===== src/include/podb_pkg.sv =====
// Package for the post-loop output divider bank.
// Assumes a 100 MHz APB clock and a synchronous one-cycle oscillator tick.
package podb_pkg;
  localparam int NUM_DIV = 5;
  localparam int VW = 7;
  localparam int PW = 6;
  localparam int SELW = 3;
  localparam int CLK_MHZ = 100;
  localparam int OSC_MIN_MHZ = 320;
  localparam int OSC_MAX_MHZ = 640;
  localparam int REF_MIN_MHZ = 10;
  localparam int FB_PRODUCT_MAX = 64;
  localparam logic [VW-1:0] V_MIN = 7'h02;
  localparam logic [VW-1:0] V_MAX = 7'h40;
  localparam logic [PW-1:0] P_MIN = 6'h01;
  localparam logic [PW-1:0] P_MAX = 6'h20;
  localparam logic [VW-1:0] V_RESET = 7'h02;
  localparam logic [PW-1:0] P_RESET = 6'h01;
  localparam logic [11:0] ADDR_CTRL = 12'h000;
  localparam logic [11:0] ADDR_MDIV = 12'h004;
  localparam logic [11:0] ADDR_NDIV = 12'h008;
  localparam logic [11:0] ADDR_STATUS = 12'h00C;
  localparam logic [11:0] ADDR_VDIV0 = 12'h010;
  localparam logic [11:0] ADDR_VDIV4 = 12'h020;
  localparam int CTRL_BYPASS = 0;
  localparam int CTRL_REF_CHOICE = 1;
  localparam int CTRL_FBSEL_LO = 4;
  localparam int VDIV_INV = 8;
  localparam int ST_LOCK = 0;
  localparam int ST_BYPASS = 1;
  localparam int ST_OUT_LO = 8;
  localparam int ST_FBOUT = 16;
  localparam logic [31:0] RD_ZERO = 32'h0000_0000;
endpackage


===== src/include/podb_div_if.sv =====
// Shared timing carrier from the bank to each output divider.
// Assumes one source and any number of divider sinks.
`timescale 1ns/1ps
interface podb_div_if;
  logic tick;
  logic resync;
  logic bypass;
  modport src (output tick, output resync, output bypass);
  modport sink (input tick, input resync, input bypass);
endinterface


===== src/podb_top.sv =====
// Output divider bank: reference select, prescalers, five dividers.
// Assumes osc_tick pulses once per oscillator period, synchronous to pclk.
`timescale 1ns/1ps
module podb_top #(
  parameter int NUM_DIV = podb_pkg::NUM_DIV
) (
  input wire logic pclk,
  input wire logic presetn,
  input wire logic psel,
  input wire logic penable,
  input wire logic pwrite,
  input wire logic [11:0] paddr,
  input wire logic [31:0] pwdata,
  output logic [31:0] prdata,
  output logic pready,
  output logic pslverr,
  input wire logic primary_reference_pair,
  input wire logic secondary_reference_pair,
  input wire logic osc_tick,
  input wire logic freq_lock,
  input wire logic phase_lock,
  output logic [NUM_DIV-1:0] clk_out,
  output logic ref_prescaled,
  output logic feedback_prescaled,
  output logic lock_n,
  output logic skew_enable
);
  localparam int VW = podb_pkg::VW;
  localparam int PW = podb_pkg::PW;
  localparam int SELW = podb_pkg::SELW;

  ////////////////////////////////////////////////////////////////////////
  // Register state
  logic bypass_reg;
  logic reference_pair_choice_reg;
  logic [SELW-1:0] fb_sel_reg;
  logic [PW-1:0] m_div_reg;
  logic [PW-1:0] n_div_reg;
  logic [VW-1:0] v_div_reg [NUM_DIV];
  logic [NUM_DIV-1:0] invert_reg;
  logic [31:0] prdata_reg;
  logic pready_reg;
  logic pslverr_reg;
  logic fb_src;

  logic setup_ph;
  logic wr_en;
  logic [PW-1:0] pw_clamped;
  logic [VW-1:0] vw_clamped;
  logic [31:0] rd_next;
  logic err_next;
  logic vdiv_hit;
  logic [SELW-1:0] vdiv_idx;

  assign setup_ph = psel && !penable;
  assign wr_en = psel && penable && pready_reg && pwrite && !pslverr_reg;
  assign vdiv_hit = paddr >= podb_pkg::ADDR_VDIV0 &&
                    paddr <= podb_pkg::ADDR_VDIV4 && paddr[1:0] == 2'h0;
  assign vdiv_idx = SELW'((paddr - podb_pkg::ADDR_VDIV0) >> 2);

  ////////////////////////////////////////////////////////////////////////
  // Value conditioning on write
  always_comb
  begin
    if (pwdata[PW-1:0] < podb_pkg::P_MIN)
    begin
      pw_clamped = podb_pkg::P_MIN;
    end
    else if (pwdata[PW-1:0] > podb_pkg::P_MAX)
    begin
      pw_clamped = podb_pkg::P_MAX;
    end
    else
    begin
      pw_clamped = pwdata[PW-1:0];
    end
  end

  always_comb
  begin
    // Odd requests round down to the next even ratio
    vw_clamped = {pwdata[VW-1:1], 1'b0};
    if (vw_clamped < podb_pkg::V_MIN)
    begin
      vw_clamped = podb_pkg::V_MIN;
    end
    else if (vw_clamped > podb_pkg::V_MAX)
    begin
      vw_clamped = podb_pkg::V_MAX;
    end
  end

  ////////////////////////////////////////////////////////////////////////
  // APB slave: no wait states, answer prepared in setup phase
  always_comb
  begin
    rd_next = podb_pkg::RD_ZERO;
    err_next = 1'b0;
    case (paddr)
      podb_pkg::ADDR_CTRL:
      begin
        rd_next[podb_pkg::CTRL_BYPASS] = bypass_reg;
        rd_next[podb_pkg::CTRL_REF_CHOICE] = reference_pair_choice_reg;
        rd_next[podb_pkg::CTRL_FBSEL_LO +: SELW] = fb_sel_reg;
      end
      podb_pkg::ADDR_MDIV:
      begin
        rd_next[PW-1:0] = m_div_reg;
      end
      podb_pkg::ADDR_NDIV:
      begin
        rd_next[PW-1:0] = n_div_reg;
      end
      podb_pkg::ADDR_STATUS:
      begin
        rd_next[podb_pkg::ST_LOCK] = !lock_n;
        rd_next[podb_pkg::ST_BYPASS] = bypass_reg;
        rd_next[podb_pkg::ST_OUT_LO +: NUM_DIV] = clk_out;
        rd_next[podb_pkg::ST_FBOUT] = fb_src;
      end
      default:
      begin
        if (vdiv_hit && vdiv_idx < SELW'(NUM_DIV))
        begin
          rd_next[VW-1:0] = v_div_reg[vdiv_idx];
          rd_next[podb_pkg::VDIV_INV] = invert_reg[vdiv_idx];
        end
        else
        begin
          err_next = 1'b1;
        end
      end
    endcase
  end

  always_ff @(posedge pclk or negedge presetn)
  begin
    if (!presetn)
    begin
      prdata_reg <= podb_pkg::RD_ZERO;
      pready_reg <= 1'b0;
      pslverr_reg <= 1'b0;
    end
    else
    begin
      pready_reg <= setup_ph;
      pslverr_reg <= setup_ph && err_next;
      if (setup_ph && !pwrite)
      begin
        prdata_reg <= rd_next;
      end
    end
  end

  assign prdata = prdata_reg;
  assign pready = pready_reg;
  assign pslverr = pslverr_reg;

  always_ff @(posedge pclk or negedge presetn)
  begin
    if (!presetn)
    begin
      bypass_reg <= 1'b0;
      reference_pair_choice_reg <= 1'b0;
      fb_sel_reg <= '0;
      m_div_reg <= podb_pkg::P_RESET;
      n_div_reg <= podb_pkg::P_RESET;
    end
    else if (wr_en)
    begin
      if (paddr == podb_pkg::ADDR_CTRL)
      begin
        bypass_reg <= pwdata[podb_pkg::CTRL_BYPASS];
        reference_pair_choice_reg <= pwdata[podb_pkg::CTRL_REF_CHOICE];
        // Out-of-range selects fall back to the first divider
        if (pwdata[podb_pkg::CTRL_FBSEL_LO +: SELW] < SELW'(NUM_DIV))
        begin
          fb_sel_reg <= pwdata[podb_pkg::CTRL_FBSEL_LO +: SELW];
        end
        else
        begin
          fb_sel_reg <= '0;
        end
      end
      if (paddr == podb_pkg::ADDR_MDIV)
      begin
        m_div_reg <= pw_clamped;
      end
      if (paddr == podb_pkg::ADDR_NDIV)
      begin
        n_div_reg <= pw_clamped;
      end
    end
  end

  always_ff @(posedge pclk or negedge presetn)
  begin
    if (!presetn)
    begin
      for (int i = 0; i < NUM_DIV; i++)
      begin
        v_div_reg[i] <= podb_pkg::V_RESET;
      end
      invert_reg <= '0;
    end
    else if (wr_en && vdiv_hit && vdiv_idx < SELW'(NUM_DIV))
    begin
      v_div_reg[vdiv_idx] <= vw_clamped;
      invert_reg[vdiv_idx] <= pwdata[podb_pkg::VDIV_INV];
    end
  end

  ////////////////////////////////////////////////////////////////////////
  // Reference selection and input prescaler
  logic ref_sel;
  logic ref_prev_reg;
  logic ref_edge;
  logic m_tick;

  // Low picks the primary pair, high the secondary
  assign ref_sel = reference_pair_choice_reg ? secondary_reference_pair
                                             : primary_reference_pair;
  assign ref_edge = ref_sel && !ref_prev_reg;

  podb_prescaler #(.PW(PW)) u_m_div (
    .pclk(pclk),
    .presetn(presetn),
    .tick_in(ref_edge),
    .div(m_div_reg),
    .tick_out(m_tick)
  );

  ////////////////////////////////////////////////////////////////////////
  // Lock resynchronisation and divider clocking
  logic freq_lock_prev_reg;
  logic lock_rise;
  logic [NUM_DIV-1:0] div_out;
  podb_div_if dctl ();

  // Only the frequency detector restarts dividers, and only outside bypass
  assign lock_rise = freq_lock && !freq_lock_prev_reg && !bypass_reg;
  // Bypass clocks dividers from the prescaled reference
  assign dctl.tick = bypass_reg ? m_tick : osc_tick;
  assign dctl.resync = lock_rise;
  assign dctl.bypass = bypass_reg;

  genvar g;
  generate
    for (g = 0; g < NUM_DIV; g++)
    begin : g_div
      podb_out_div #(.VW(VW)) u_div (
        .pclk(pclk),
        .presetn(presetn),
        .ctl(dctl),
        .v(v_div_reg[g]),
        .div_out(div_out[g])
      );
    end
  endgenerate

  ////////////////////////////////////////////////////////////////////////
  // Feedback path and outputs
  logic fb_prev_reg;
  logic n_tick;

  // Chosen divider still drives its own output too
  assign fb_src = div_out[fb_sel_reg];

  // Edge history reset low; ref and lock idle low, but the feedback divider output starts high, so one edge
  always_ff @(posedge pclk or negedge presetn)
  begin
    if (!presetn)
    begin
      ref_prev_reg <= 1'b0;
      freq_lock_prev_reg <= 1'b0;
      fb_prev_reg <= 1'b0;
    end
    else
    begin
      ref_prev_reg <= ref_sel;
      freq_lock_prev_reg <= freq_lock;
      fb_prev_reg <= fb_src;
    end
  end

  podb_prescaler #(.PW(PW)) u_n_div (
    .pclk(pclk),
    .presetn(presetn),
    .tick_in(fb_src && !fb_prev_reg),
    .div(n_div_reg),
    .tick_out(n_tick)
  );

  always_ff @(posedge pclk or negedge presetn)
  begin
    if (!presetn)
    begin
      clk_out <= '0;
      ref_prescaled <= 1'b0;
      feedback_prescaled <= 1'b0;
      lock_n <= 1'b1;
      skew_enable <= 1'b0;
    end
    else
    begin
      // Inversion complements duty and can align half-duty edges
      clk_out <= div_out ^ invert_reg;
      ref_prescaled <= m_tick;
      feedback_prescaled <= n_tick && !bypass_reg;
      // Lock report and skew both off in bypass
      lock_n <= bypass_reg || !(freq_lock || phase_lock);
      skew_enable <= !bypass_reg;
    end
  end
endmodule


===== src/podb_prescaler.sv =====
// Integer prescaler: one output pulse per DIV input pulses.
// Assumes div is kept within 1..32 by the register logic.
`timescale 1ns/1ps
module podb_prescaler #(
  parameter int PW = podb_pkg::PW
) (
  input wire logic pclk,
  input wire logic presetn,
  input wire logic tick_in,
  input wire logic [PW-1:0] div,
  output logic tick_out
);
  logic [PW-1:0] cnt_reg;

  always_ff @(posedge pclk or negedge presetn)
  begin
    if (!presetn)
    begin
      cnt_reg <= '0;
    end
    else if (tick_in)
    begin
      if (cnt_reg + PW'(1) >= div)
      begin
        cnt_reg <= '0;
      end
      else
      begin
        cnt_reg <= cnt_reg + PW'(1);
      end
    end
  end

  // Divide by one passes every input pulse
  assign tick_out = tick_in && (cnt_reg + PW'(1) >= div);
endmodule


===== src/podb_out_div.sv =====
// One even-ratio output divider with lock resynchronisation.
// Assumes v is even and within 2..64.
`timescale 1ns/1ps
module podb_out_div #(
  parameter int VW = podb_pkg::VW
) (
  input wire logic pclk,
  input wire logic presetn,
  podb_div_if.sink ctl,
  input wire logic [VW-1:0] v,
  output logic div_out
);
  logic [VW-1:0] period;
  logic [VW-1:0] high_len;
  logic [VW-1:0] cnt_reg;
  logic half_duty;

  // Bypass halves the nominal ratio
  assign period = ctl.bypass ? (v >> 1) : v;
  // Ratio 2 outside bypass, or multiples of 4, give exact half duty
  assign half_duty = (v == podb_pkg::V_MIN) || (v[1:0] == 2'h0);
  always_comb
  begin
    if (ctl.bypass)
    begin
      high_len = (period >> 1) == '0 ? VW'(1) : (period >> 1);
    end
    else if (half_duty)
    begin
      high_len = v >> 1;
    end
    else
    begin
      high_len = (v >> 1) - VW'(1);
    end
  end

  always_ff @(posedge pclk or negedge presetn)
  begin
    if (!presetn)
    begin
      cnt_reg <= '0;
    end
    else if (ctl.resync)
    begin
      // Equal divisors restart together, so edges coincide
      cnt_reg <= '0;
    end
    else if (ctl.tick)
    begin
      if (cnt_reg + VW'(1) >= period)
      begin
        cnt_reg <= '0;
      end
      else
      begin
        cnt_reg <= cnt_reg + VW'(1);
      end
    end
  end

  // Different divisors realign at the restart and at every common multiple of their periods
  assign div_out = cnt_reg < high_len;
endmodule


===== config.mk =====
export PLATFORM = sky130hd
export DESIGN_NAME = podb_top
export DESIGN_NICKNAME = d
export VERILOG_FILES = /design/src/include/podb_pkg.sv /design/src/include/podb_div_if.sv /design/src/podb_top.sv /design/src/podb_prescaler.sv /design/src/podb_out_div.sv
export SDC_FILE = /design/constraint.sdc
export NUM_CORES = 1
export LEC_CHECK = 0
export BUFFER_PORTS_ARGS = -buffer_cell sky130_fd_sc_hd__clkbuf_2
export CAP_MARGIN = 20
export CELL_PAD_IN_SITES_DETAIL_PLACEMENT = 0
export CELL_PAD_IN_SITES_GLOBAL_PLACEMENT = 2
export CORE_UTILIZATION = 24
export CTS_BUF_LIST = sky130_fd_sc_hd__clkbuf_8
export CTS_CLUSTER_DIAMETER = 40
export DETAILED_ROUTE_END_ITERATION = 6
export PLACE_DENSITY = 0.63
export SLEW_MARGIN = 20
export SYNTH_ARGS = -nofsm -noshare
export SYNTH_HDL_FRONTEND = slang
export SYNTH_SLANG_ARGS = --single-unit

===== constraint.sdc =====
create_clock -name pclk -period 3.3 [get_ports pclk]
set_input_delay 0.33 -clock pclk [delete_from_list [all_inputs] [get_ports pclk]]
set_output_delay 0.33 -clock pclk [all_outputs]
set_load 0.02 [all_outputs]

# After elaboration in Yosys (flattened, before gate mapping)
# Index checks and enable logic that the tools add are counted.
# word_totals
ramBits	0
romBits	0
memories	0
regBits	131
latchBits	0
# op_classes
mux	68
reduce_logical	57
n_bitwise	2
mul	0
n_shift	0
eq_ne	8
order_cmp	25
n_addsub	13
div_mod_pow	0
# op_table
cell	count
2-to-1 mux 7 bit	36
2-to-1 mux 6 bit	9
adder 7 x 1 -> 7 bit (second input constant)	5
bitwise mux 35 bit	1
== test 7 x 2 -> 1 bit (second input constant)	5
>= comparator 7 bit	5
zero test 7 bit	5
less-than comparator 7 bit	5
subtractor 6 x 1 -> 7 bit (second input constant)	5
== test 12 x 4 -> 1 bit (second input constant)	2
binary-select mux 7 bit (select 3 bit)	1
demux 7 bit (select 3 bit)	1
logical AND 1 bit	21
case mux 2 bit (4 select lines)	2
adder 6 x 1 -> 6 bit (second input constant)	2
== test 12 x 3 -> 1 bit (second input constant)	1
>= comparator 12 x 5 -> 1 bit (second input constant)	1
>= comparator 6 bit	2
<= comparator 12 x 6 -> 1 bit (second input constant)	1
zero test 12 bit	1
zero test 2 bit	6
zero test 1 bit	9
2-to-1 mux 1 bit	9
less-than comparator 3 x 4 -> 1 bit (second input constant)	2
other kinds (24)	36

# Depth between registers and ports, before layout
# depth
word_depth	10
mapped_depth	16
mapped_depth_nobuf	15

# Hierarchy
# Synthesis repeated with hierarchy kept, for this count alone.
# unflattened
cells_unflattened	981
area_unflattened_um2	9566.7
# modules_own_cells
mod	area_per_inst_um2	seq_area_each_um2	instances	cells_per_inst
podb_top	3833.7	1986.9	1	304
podb_out_div at g_div[1].u_div ...	975.9	175.2	3	119
podb_prescaler	480.5	150.1	2	52
podb_out_div at g_div[4].u_div	924.6	175.2	1	107
podb_out_div at g_div[0].u_div	919.6	175.2	1	109

# Least setup slack after synthesis
# OpenSTA, ideal clock, no wires.
# synth_path
path_type	register to register
start	reg bypass_reg
end	reg u_n_div.cnt_reg[0]
path_stages_with_launch	14
setup_slack_ns	0.128
t_arrival_ns	3.093
synth_period_minus_slack_ns	3.172
cell_sequence	dfrtp_1 buf_2 buf_1 clkbuf_1 mux2i_1 ha_1 nand4_1 a21oi_1 a21oi_1 mux4_2 o2bb2ai_4 nand2b_4 buf_6 mux2i_1
# synth_via
elab_chain_cells	8
elab_cells_between_ends	28
classes_between	5 x order compare; 17 x mux; 6 x reduce/logical
# synth_lines
item	line	rtl
from (decl)	podb_top.sv:34	logic bypass_reg;
from (signal assigned)	podb_top.sv:173	bypass_reg <= pwdata[podb_pkg::CTRL_BYPASS];
2-to-1 mux 7 bit	podb_out_div.sv:19	assign period = ctl.bypass ? (v >> 1) : v;
zero test 7 bit	podb_out_div.sv:26	high_len = (period >> 1) == '0 ? VW'(1) : (period >> 1);
2-to-1 mux 6 bit	podb_out_div.sv:26	
2-to-1 mux 7 bit	podb_out_div.sv:24	if (ctl.bypass)
less-than comparator 7 bit	podb_out_div.sv:63	assign div_out = cnt_reg < high_len;
binary-select mux 1 bit (select 3 bit) *	podb_top.sv:267	assign fb_src = div_out[fb_sel_reg];
2-to-1 mux 1 bit (implied by the code) *	podb_top.sv:267	
via fb_src	podb_top.sv:44	logic fb_src;
logical AND 1 bit *	podb_top.sv:289	.tick_in(fb_src && !fb_prev_reg),
to (signal assigned)	podb_prescaler.sv:29	cnt_reg <= cnt_reg + PW'(1);
to (decl)	podb_prescaler.sv:13	logic [PW-1:0] cnt_reg;
# The timed path passes the listed nets; every way through them passes the cells marked *. The select of a mux whose other input is x is not followed.
# A chain may end at the register's enable or synchronous reset.

# Worst setup path in the final report
# layout_path
start	reg v_div_reg[11] in the netlist's numbering
end	reg prdata_reg[16] (netlist: prdata[16])
# layout_via
elab_chain_cells	8
elab_cells_between_ends	12
classes_between	1 x add/sub; 1 x order compare; 1 x eq/ne; 7 x mux; 2 x reduce/logical
# layout_lines
item	line	rtl
from (decl)	podb_top.sv:39	logic [VW-1:0] v_div_reg [NUM_DIV];
from (signal, indexed assignment)	podb_top.sv:202	v_div_reg[i] <= podb_pkg::V_RESET;
from (signal, indexed assignment)	podb_top.sv:208	v_div_reg[vdiv_idx] <= vw_clamped;
branches (longest 3 deep; another with subtractor 6 x 1 -> 7 bit)	n/a	
2-to-1 mux 7 bit *	podb_out_div.sv:24	
less-than comparator 7 bit *	podb_out_div.sv:63	
binary-select mux 1 bit (select 3 bit) *	podb_top.sv:267	
2-to-1 mux 1 bit (implied by the code) *	podb_top.sv:267	
via fb_src	podb_top.sv:44	
2-to-1 mux 1 bit *	podb_top.sv:99	case (paddr)
to (signal assigned)	podb_top.sv:140	prdata_reg <= podb_pkg::RD_ZERO;
to (signal assigned)	podb_top.sv:150	prdata_reg <= rd_next;
to (decl)	podb_top.sv:41	logic [31:0] prdata_reg;
# Mark *: on every way through the listed nets, which the timed path passes. The select of a mux whose other input is x is not followed.

==> key figures <==
Setup path
  – Critical path buffer and inverter count: 2
  – Setup crit end kind: flop
  – Worst path slowest cell: mux4_2
  – CP Cell Sequence: nor4_2 -> nand2_1 -> nand3_2 -> nor2_1 -> mux2_2 -> ha_1 -> o21ai_0 -> a21oi_1 -> a21oi_1 -> buf_4 -> mux4_2 -> o2bb2ai_4 -> buf_4 -> a22o_1
  – R2R setup slack: 0.12 ns
  – Worst r2r dst: prdata[16]$_DFFE_PN0P_
  – CP Data Required Time: 3.66 ns
  – Reg-to-Reg Start: v_div_reg[11]$_DFFE_PN0P_
  – Critical Path Fanout Max: 4
  – Crit path kind: reg2reg
  – R2R depth: 14
  – CP Launch Type: flop
  – CP arrival: 3.54 ns
  – Critical path's top delay family: multiplexers
  – Worst stage delay on the critical path: 0.51 ns

Run status
  – Outcome: finished, violations left
  – Failing checks: design-rule violations

Route
  – DRC Markers: 4
  – Via density per instance: 4.59
  – Starting DRT DRC Count: 259
  – Pre-antenna DRT Iters: 7
  – Wirelength, routed: 24.0 mm
  – Total number of vias: 6789
  – Wire length per cell: 16.2 µm
  – Antenna Nets Post-Route: 0

Placed design
  – Placed cell count: ~1400
  – Number of port buffers: between 50 and 60
  – Placed Area: 9920 µm²
  – GPL Wtd Cong: 0.744
  – Detailed Place HPWL: 18.2 mm

Pwr
  – Power Density: 360 nW/µm²
  – Switching part of the total: 0.273
  – Internal power: 2.74 mW
  – Comb pwr share: 0.127
  – Clk pwr share: 0.428
  – Maximum vdd drop: 0.000226 V
  – Sequential power share: 0.445
  – Pleak: 5.16 nW
  – NetSw: 1.03 mW

Layout
  – Max FFs per register: 35
  – Final Non-Filler Cells: roughly 1500
  – Share of cells above drive strength 1: 0.241
  – Ant diodes: 0
  – Fin area: 10500 µm²
  – Syn-to-layout area delta: 19.9%
  – Final #Nets: 1148

Floorplanning
  – CORE AREA: about 36000 µm²
  – Die area: 37200 µm²
  – Num rows: 69
  – Starting Density: 0.245
  – # IOs: 97
  – Die W: 193 µm
  – Die Y: between 150 and 200 µm

CTS
  – Clock sinks: between 100 and 150
  – Total CTS buffers: 17
  – TritonCTS clock tree: yes
  – Htree depth: 4
  – Reg clk slew, reported paths: 0.09 ns
  – Worst-Skew Late Latency: approximately 0.48 ns
  – Root Buffer: clkbuf_8
  – Clk buf depth: 2

Worst hold path
  – WHS Endpoint: ref_prev_reg$_DFF_PN0_
  – HP Start: primary_reference_pair
  – Hold Path Cell Cnt: 3
  – Hold Crit Class: in2reg

Logic synthesis
  – Ys Warns: 0
  – Post-synth EDFFs: 0
  – Ys flop type: dfrtp_1
  – Number of library cell types mapped by synthesis: 61
  – Share of flip-flops with an asynchronous set or reset: 1.00
  – Sequential share of the synthesized area: 0.362
  – Synthesized area: 8750 µm²
  – Seq cells post-synth: 126
  – Mean Syn Cell Area: approximately 9.8 µm²
  – Mapped Cells: 897

Timing
  – Clock Skews: 0.0195 ns
  – Slew margin rel.: 0.514
  – Final Hold Vio Count: 0
  – Final setup vio count: 0
  – Worst-margin pin slew: 0.730 ns
  – Final worst path period need: about 3.2 ns
  – Final worst path period share: 0.963
  – Max Slew Vio Count: 0
  – Max Clock Freq: between 0.3 and 0.4 GHz

Global route
  – Pin count of the biggest net entering global routing: 63
  – First-pass GRT wire length: 38.0 mm
  – GRT Util Overall: 0.134
  – Total grt overflow: 0
  – Vias in the first global route: around 6700
  – Antenna violations before repair: 0

Flow run
  – Maxcap violations: 0
-- through the flow --
stage,TNS (ns),hold slack [ns],worst slack [ns],utilization,total power [mW]
floorplan,0,0.0344,0.128,-,2.04
global placement,0,0.368,0.0307,0.278,2.19
detailed placement,0,0.371,0.0260,0.278,2.20
CTS,0,0.0851,0.00325,0.291,3.85
global route,-0.0275,0.134,-0.0104,0.293,3.97
finish,0,0.111,0.121,0.293,3.77
-- worst max path at each step --
stage | startpoint | end | slack (ns) | depth (start not counted)
2_1_floorplan | bypass_reg$_DFFE_PN0P_ | u_n_div.cnt_reg[0]$_DFFE_PN0P_ | 0.13 | 13
3_3_place_gp | v_div_reg[29]$_DFFE_PN1P_ | u_n_div.cnt_reg[1]$_DFFE_PN0P_ | 0.03 | 13
3_5_place_dp | v_div_reg[29]$_DFFE_PN1P_ | u_n_div.cnt_reg[5]$_DFFE_PN0P_ | 0.03 | 13
4_1_cts | v_div_reg[22]$_DFFE_PN1P_ | u_n_div.cnt_reg[1]$_DFFE_PN0P_ | 0.003 | 14
5_1_grt | v_div_reg[29]$_DFFE_PN1P_ | u_n_div.cnt_reg[1]$_DFFE_PN0P_ | -0.01 | 15
6_report | v_div_reg[11]$_DFFE_PN0P_ | prdata[16]$_DFFE_PN0P_ | 0.12 | 14
-- cells in the mapped netlist, types with 5 or more instances --
| cell | n | area share |
|---|---|---|
| dfrtp_1 | 118 | 0.34 |
| nand2_1 | 101 | 0.043 |
| ha_1 | 89 | 0.13 |
| o21ai_0 | 58 | 0.033 |
| nor2_1 | 49 | 0.021 |
| a21oi_1 | 46 | 0.026 |
| mux2_2 | 40 | 0.052 |
| mux2i_1 | 39 | 0.045 |
| a22o_1 | 35 | 0.035 |
| inv_1 | 34 | 0.015 |
| nand3_1 | 29 | 0.017 |
| clkbuf_1 | 23 | 0.0099 |
| xnor2_1 | 23 | 0.023 |
| xor2_1 | 21 | 0.021 |
| buf_4 | 19 | 0.016 |
| nor2b_1 | 19 | 0.014 |
| nand2b_1 | 12 | 0.0086 |
| a21o_1 | 10 | 0.0086 |
| a22oi_1 | 8 | 0.0069 |
| dfstp_2 | 8 | 0.024 |
| and3_1 | 7 | 0.0050 |
| mux4_2 | 7 | 0.018 |
| nor3_1 | 7 | 0.0040 |
| a211oi_1 | 6 | 0.0051 |
| a31o_2 | 6 | 0.0060 |
| or2_2 | 6 | 0.0043 |
| a211o_1 | 5 | 0.0050 |
| buf_2 | 5 | 0.0029 |
| mux2_1 | 5 | 0.0064 |
| o21bai_1 | 5 | 0.0043 |
| o221ai_1 | 5 | 0.0050 |
-- worst register-to-register path: cells and delay by family, from the launching register on --
kind	cells	cell delay, ns
multiplexers	2	0.77
AO/OA/AOI/OAI	5	0.70
AND/OR/NAND/NOR	4	0.62
flip-flops	1	0.39
buffers and inverters	2	0.33
adder cells (fa/ha/maj)	1	0.29
-- layout make-up --
class / instances / area (µm²)
clock buffers: 19 / 262
clock inverters: 13 / 194
fillers: 3828 / 25300
inverters: 35 / 131
multi-input cells: 702 / 5310
flip-flops and latches: 126 / 3160
well taps: 461 / 577
repair buffers: 123 / 842
-- power groups by stage --
stage	registers [mW]	logic, mW	clock network, mW
after floorplan	1.70	0.342	0
after global placement	1.71	0.476	0
after detailed placement	1.71	0.484	0
after CTS	1.68	0.490	1.67
after global routing	1.69	0.559	1.72
final	1.68	0.478	1.62
-- timing repair --
action / in CTS / in global routing
buffers inserted: 0 / 3
hold endpoints to repair: 59 / 0
hold buffers: 3 / 0
pin swaps: 0 / 13
gates resized for setup: 1 / 15
setup endpoints to repair: 4 / 8
cloned: 0 / 0
-- metal layers --
metal | track usage | vias up | share of wire
li1 | - | 3414 | -
met1 | 0.190 | 3296 | 0.51
met2 | 0.208 | 65 | 0.46
met3 | 0.0267 | 14 | 0.024
met4 | 0.0309 | 0 | 0.0079
met5 | 0 | - | 0
-- cell usage in the layout (no fill, tap or decap), types with 5 or more instances in the layout --
master     synthesis  layout
nand3_1           29      27
o221ai_1           5       5
dfstp_2            8       8
dfrtp_1          118     117
mux4_2             7       7
mux2i_1           39      39
and3_1             7       7
a21o_1            10      10
inv_1             34      35
o21bai_1           5       5
o21ai_0           58      56
a22o_1            35      35
mux2_2            40      40
nor2_1            49      48
nand2_1          101     101
xnor2_1           23      23
a22oi_1            8       8
a211o_1            5       5
a21oi_1           46      41
conb_1             1      19
a31o_2             6       6
nor2b_1           19      19
xor2_1            21      21
mux2_1             5       5
bufinv_16          0       5
or2_2              6       6
ha_1              89      89
clkbuf_8           0      19
nand2b_1          12      12
nor3_1             7       7
buf_4             19      64
clkbuf_2           0      52
-- kinds of logic after synthesis --
family | after synthesis | synth area share
DFF | 126 | 0.362
adders and majority gates | 89 | 0.127
AOI/OAI and AO/OA | 202 | 0.155
muxes | 91 | 0.121
other | 1 | 0.000429
buffers and inverters | 87 | 0.0471
xor gates and xnor gates | 44 | 0.0441
and+or+nand+nor | 257 | 0.144
(Power assumes the default switching activity.)
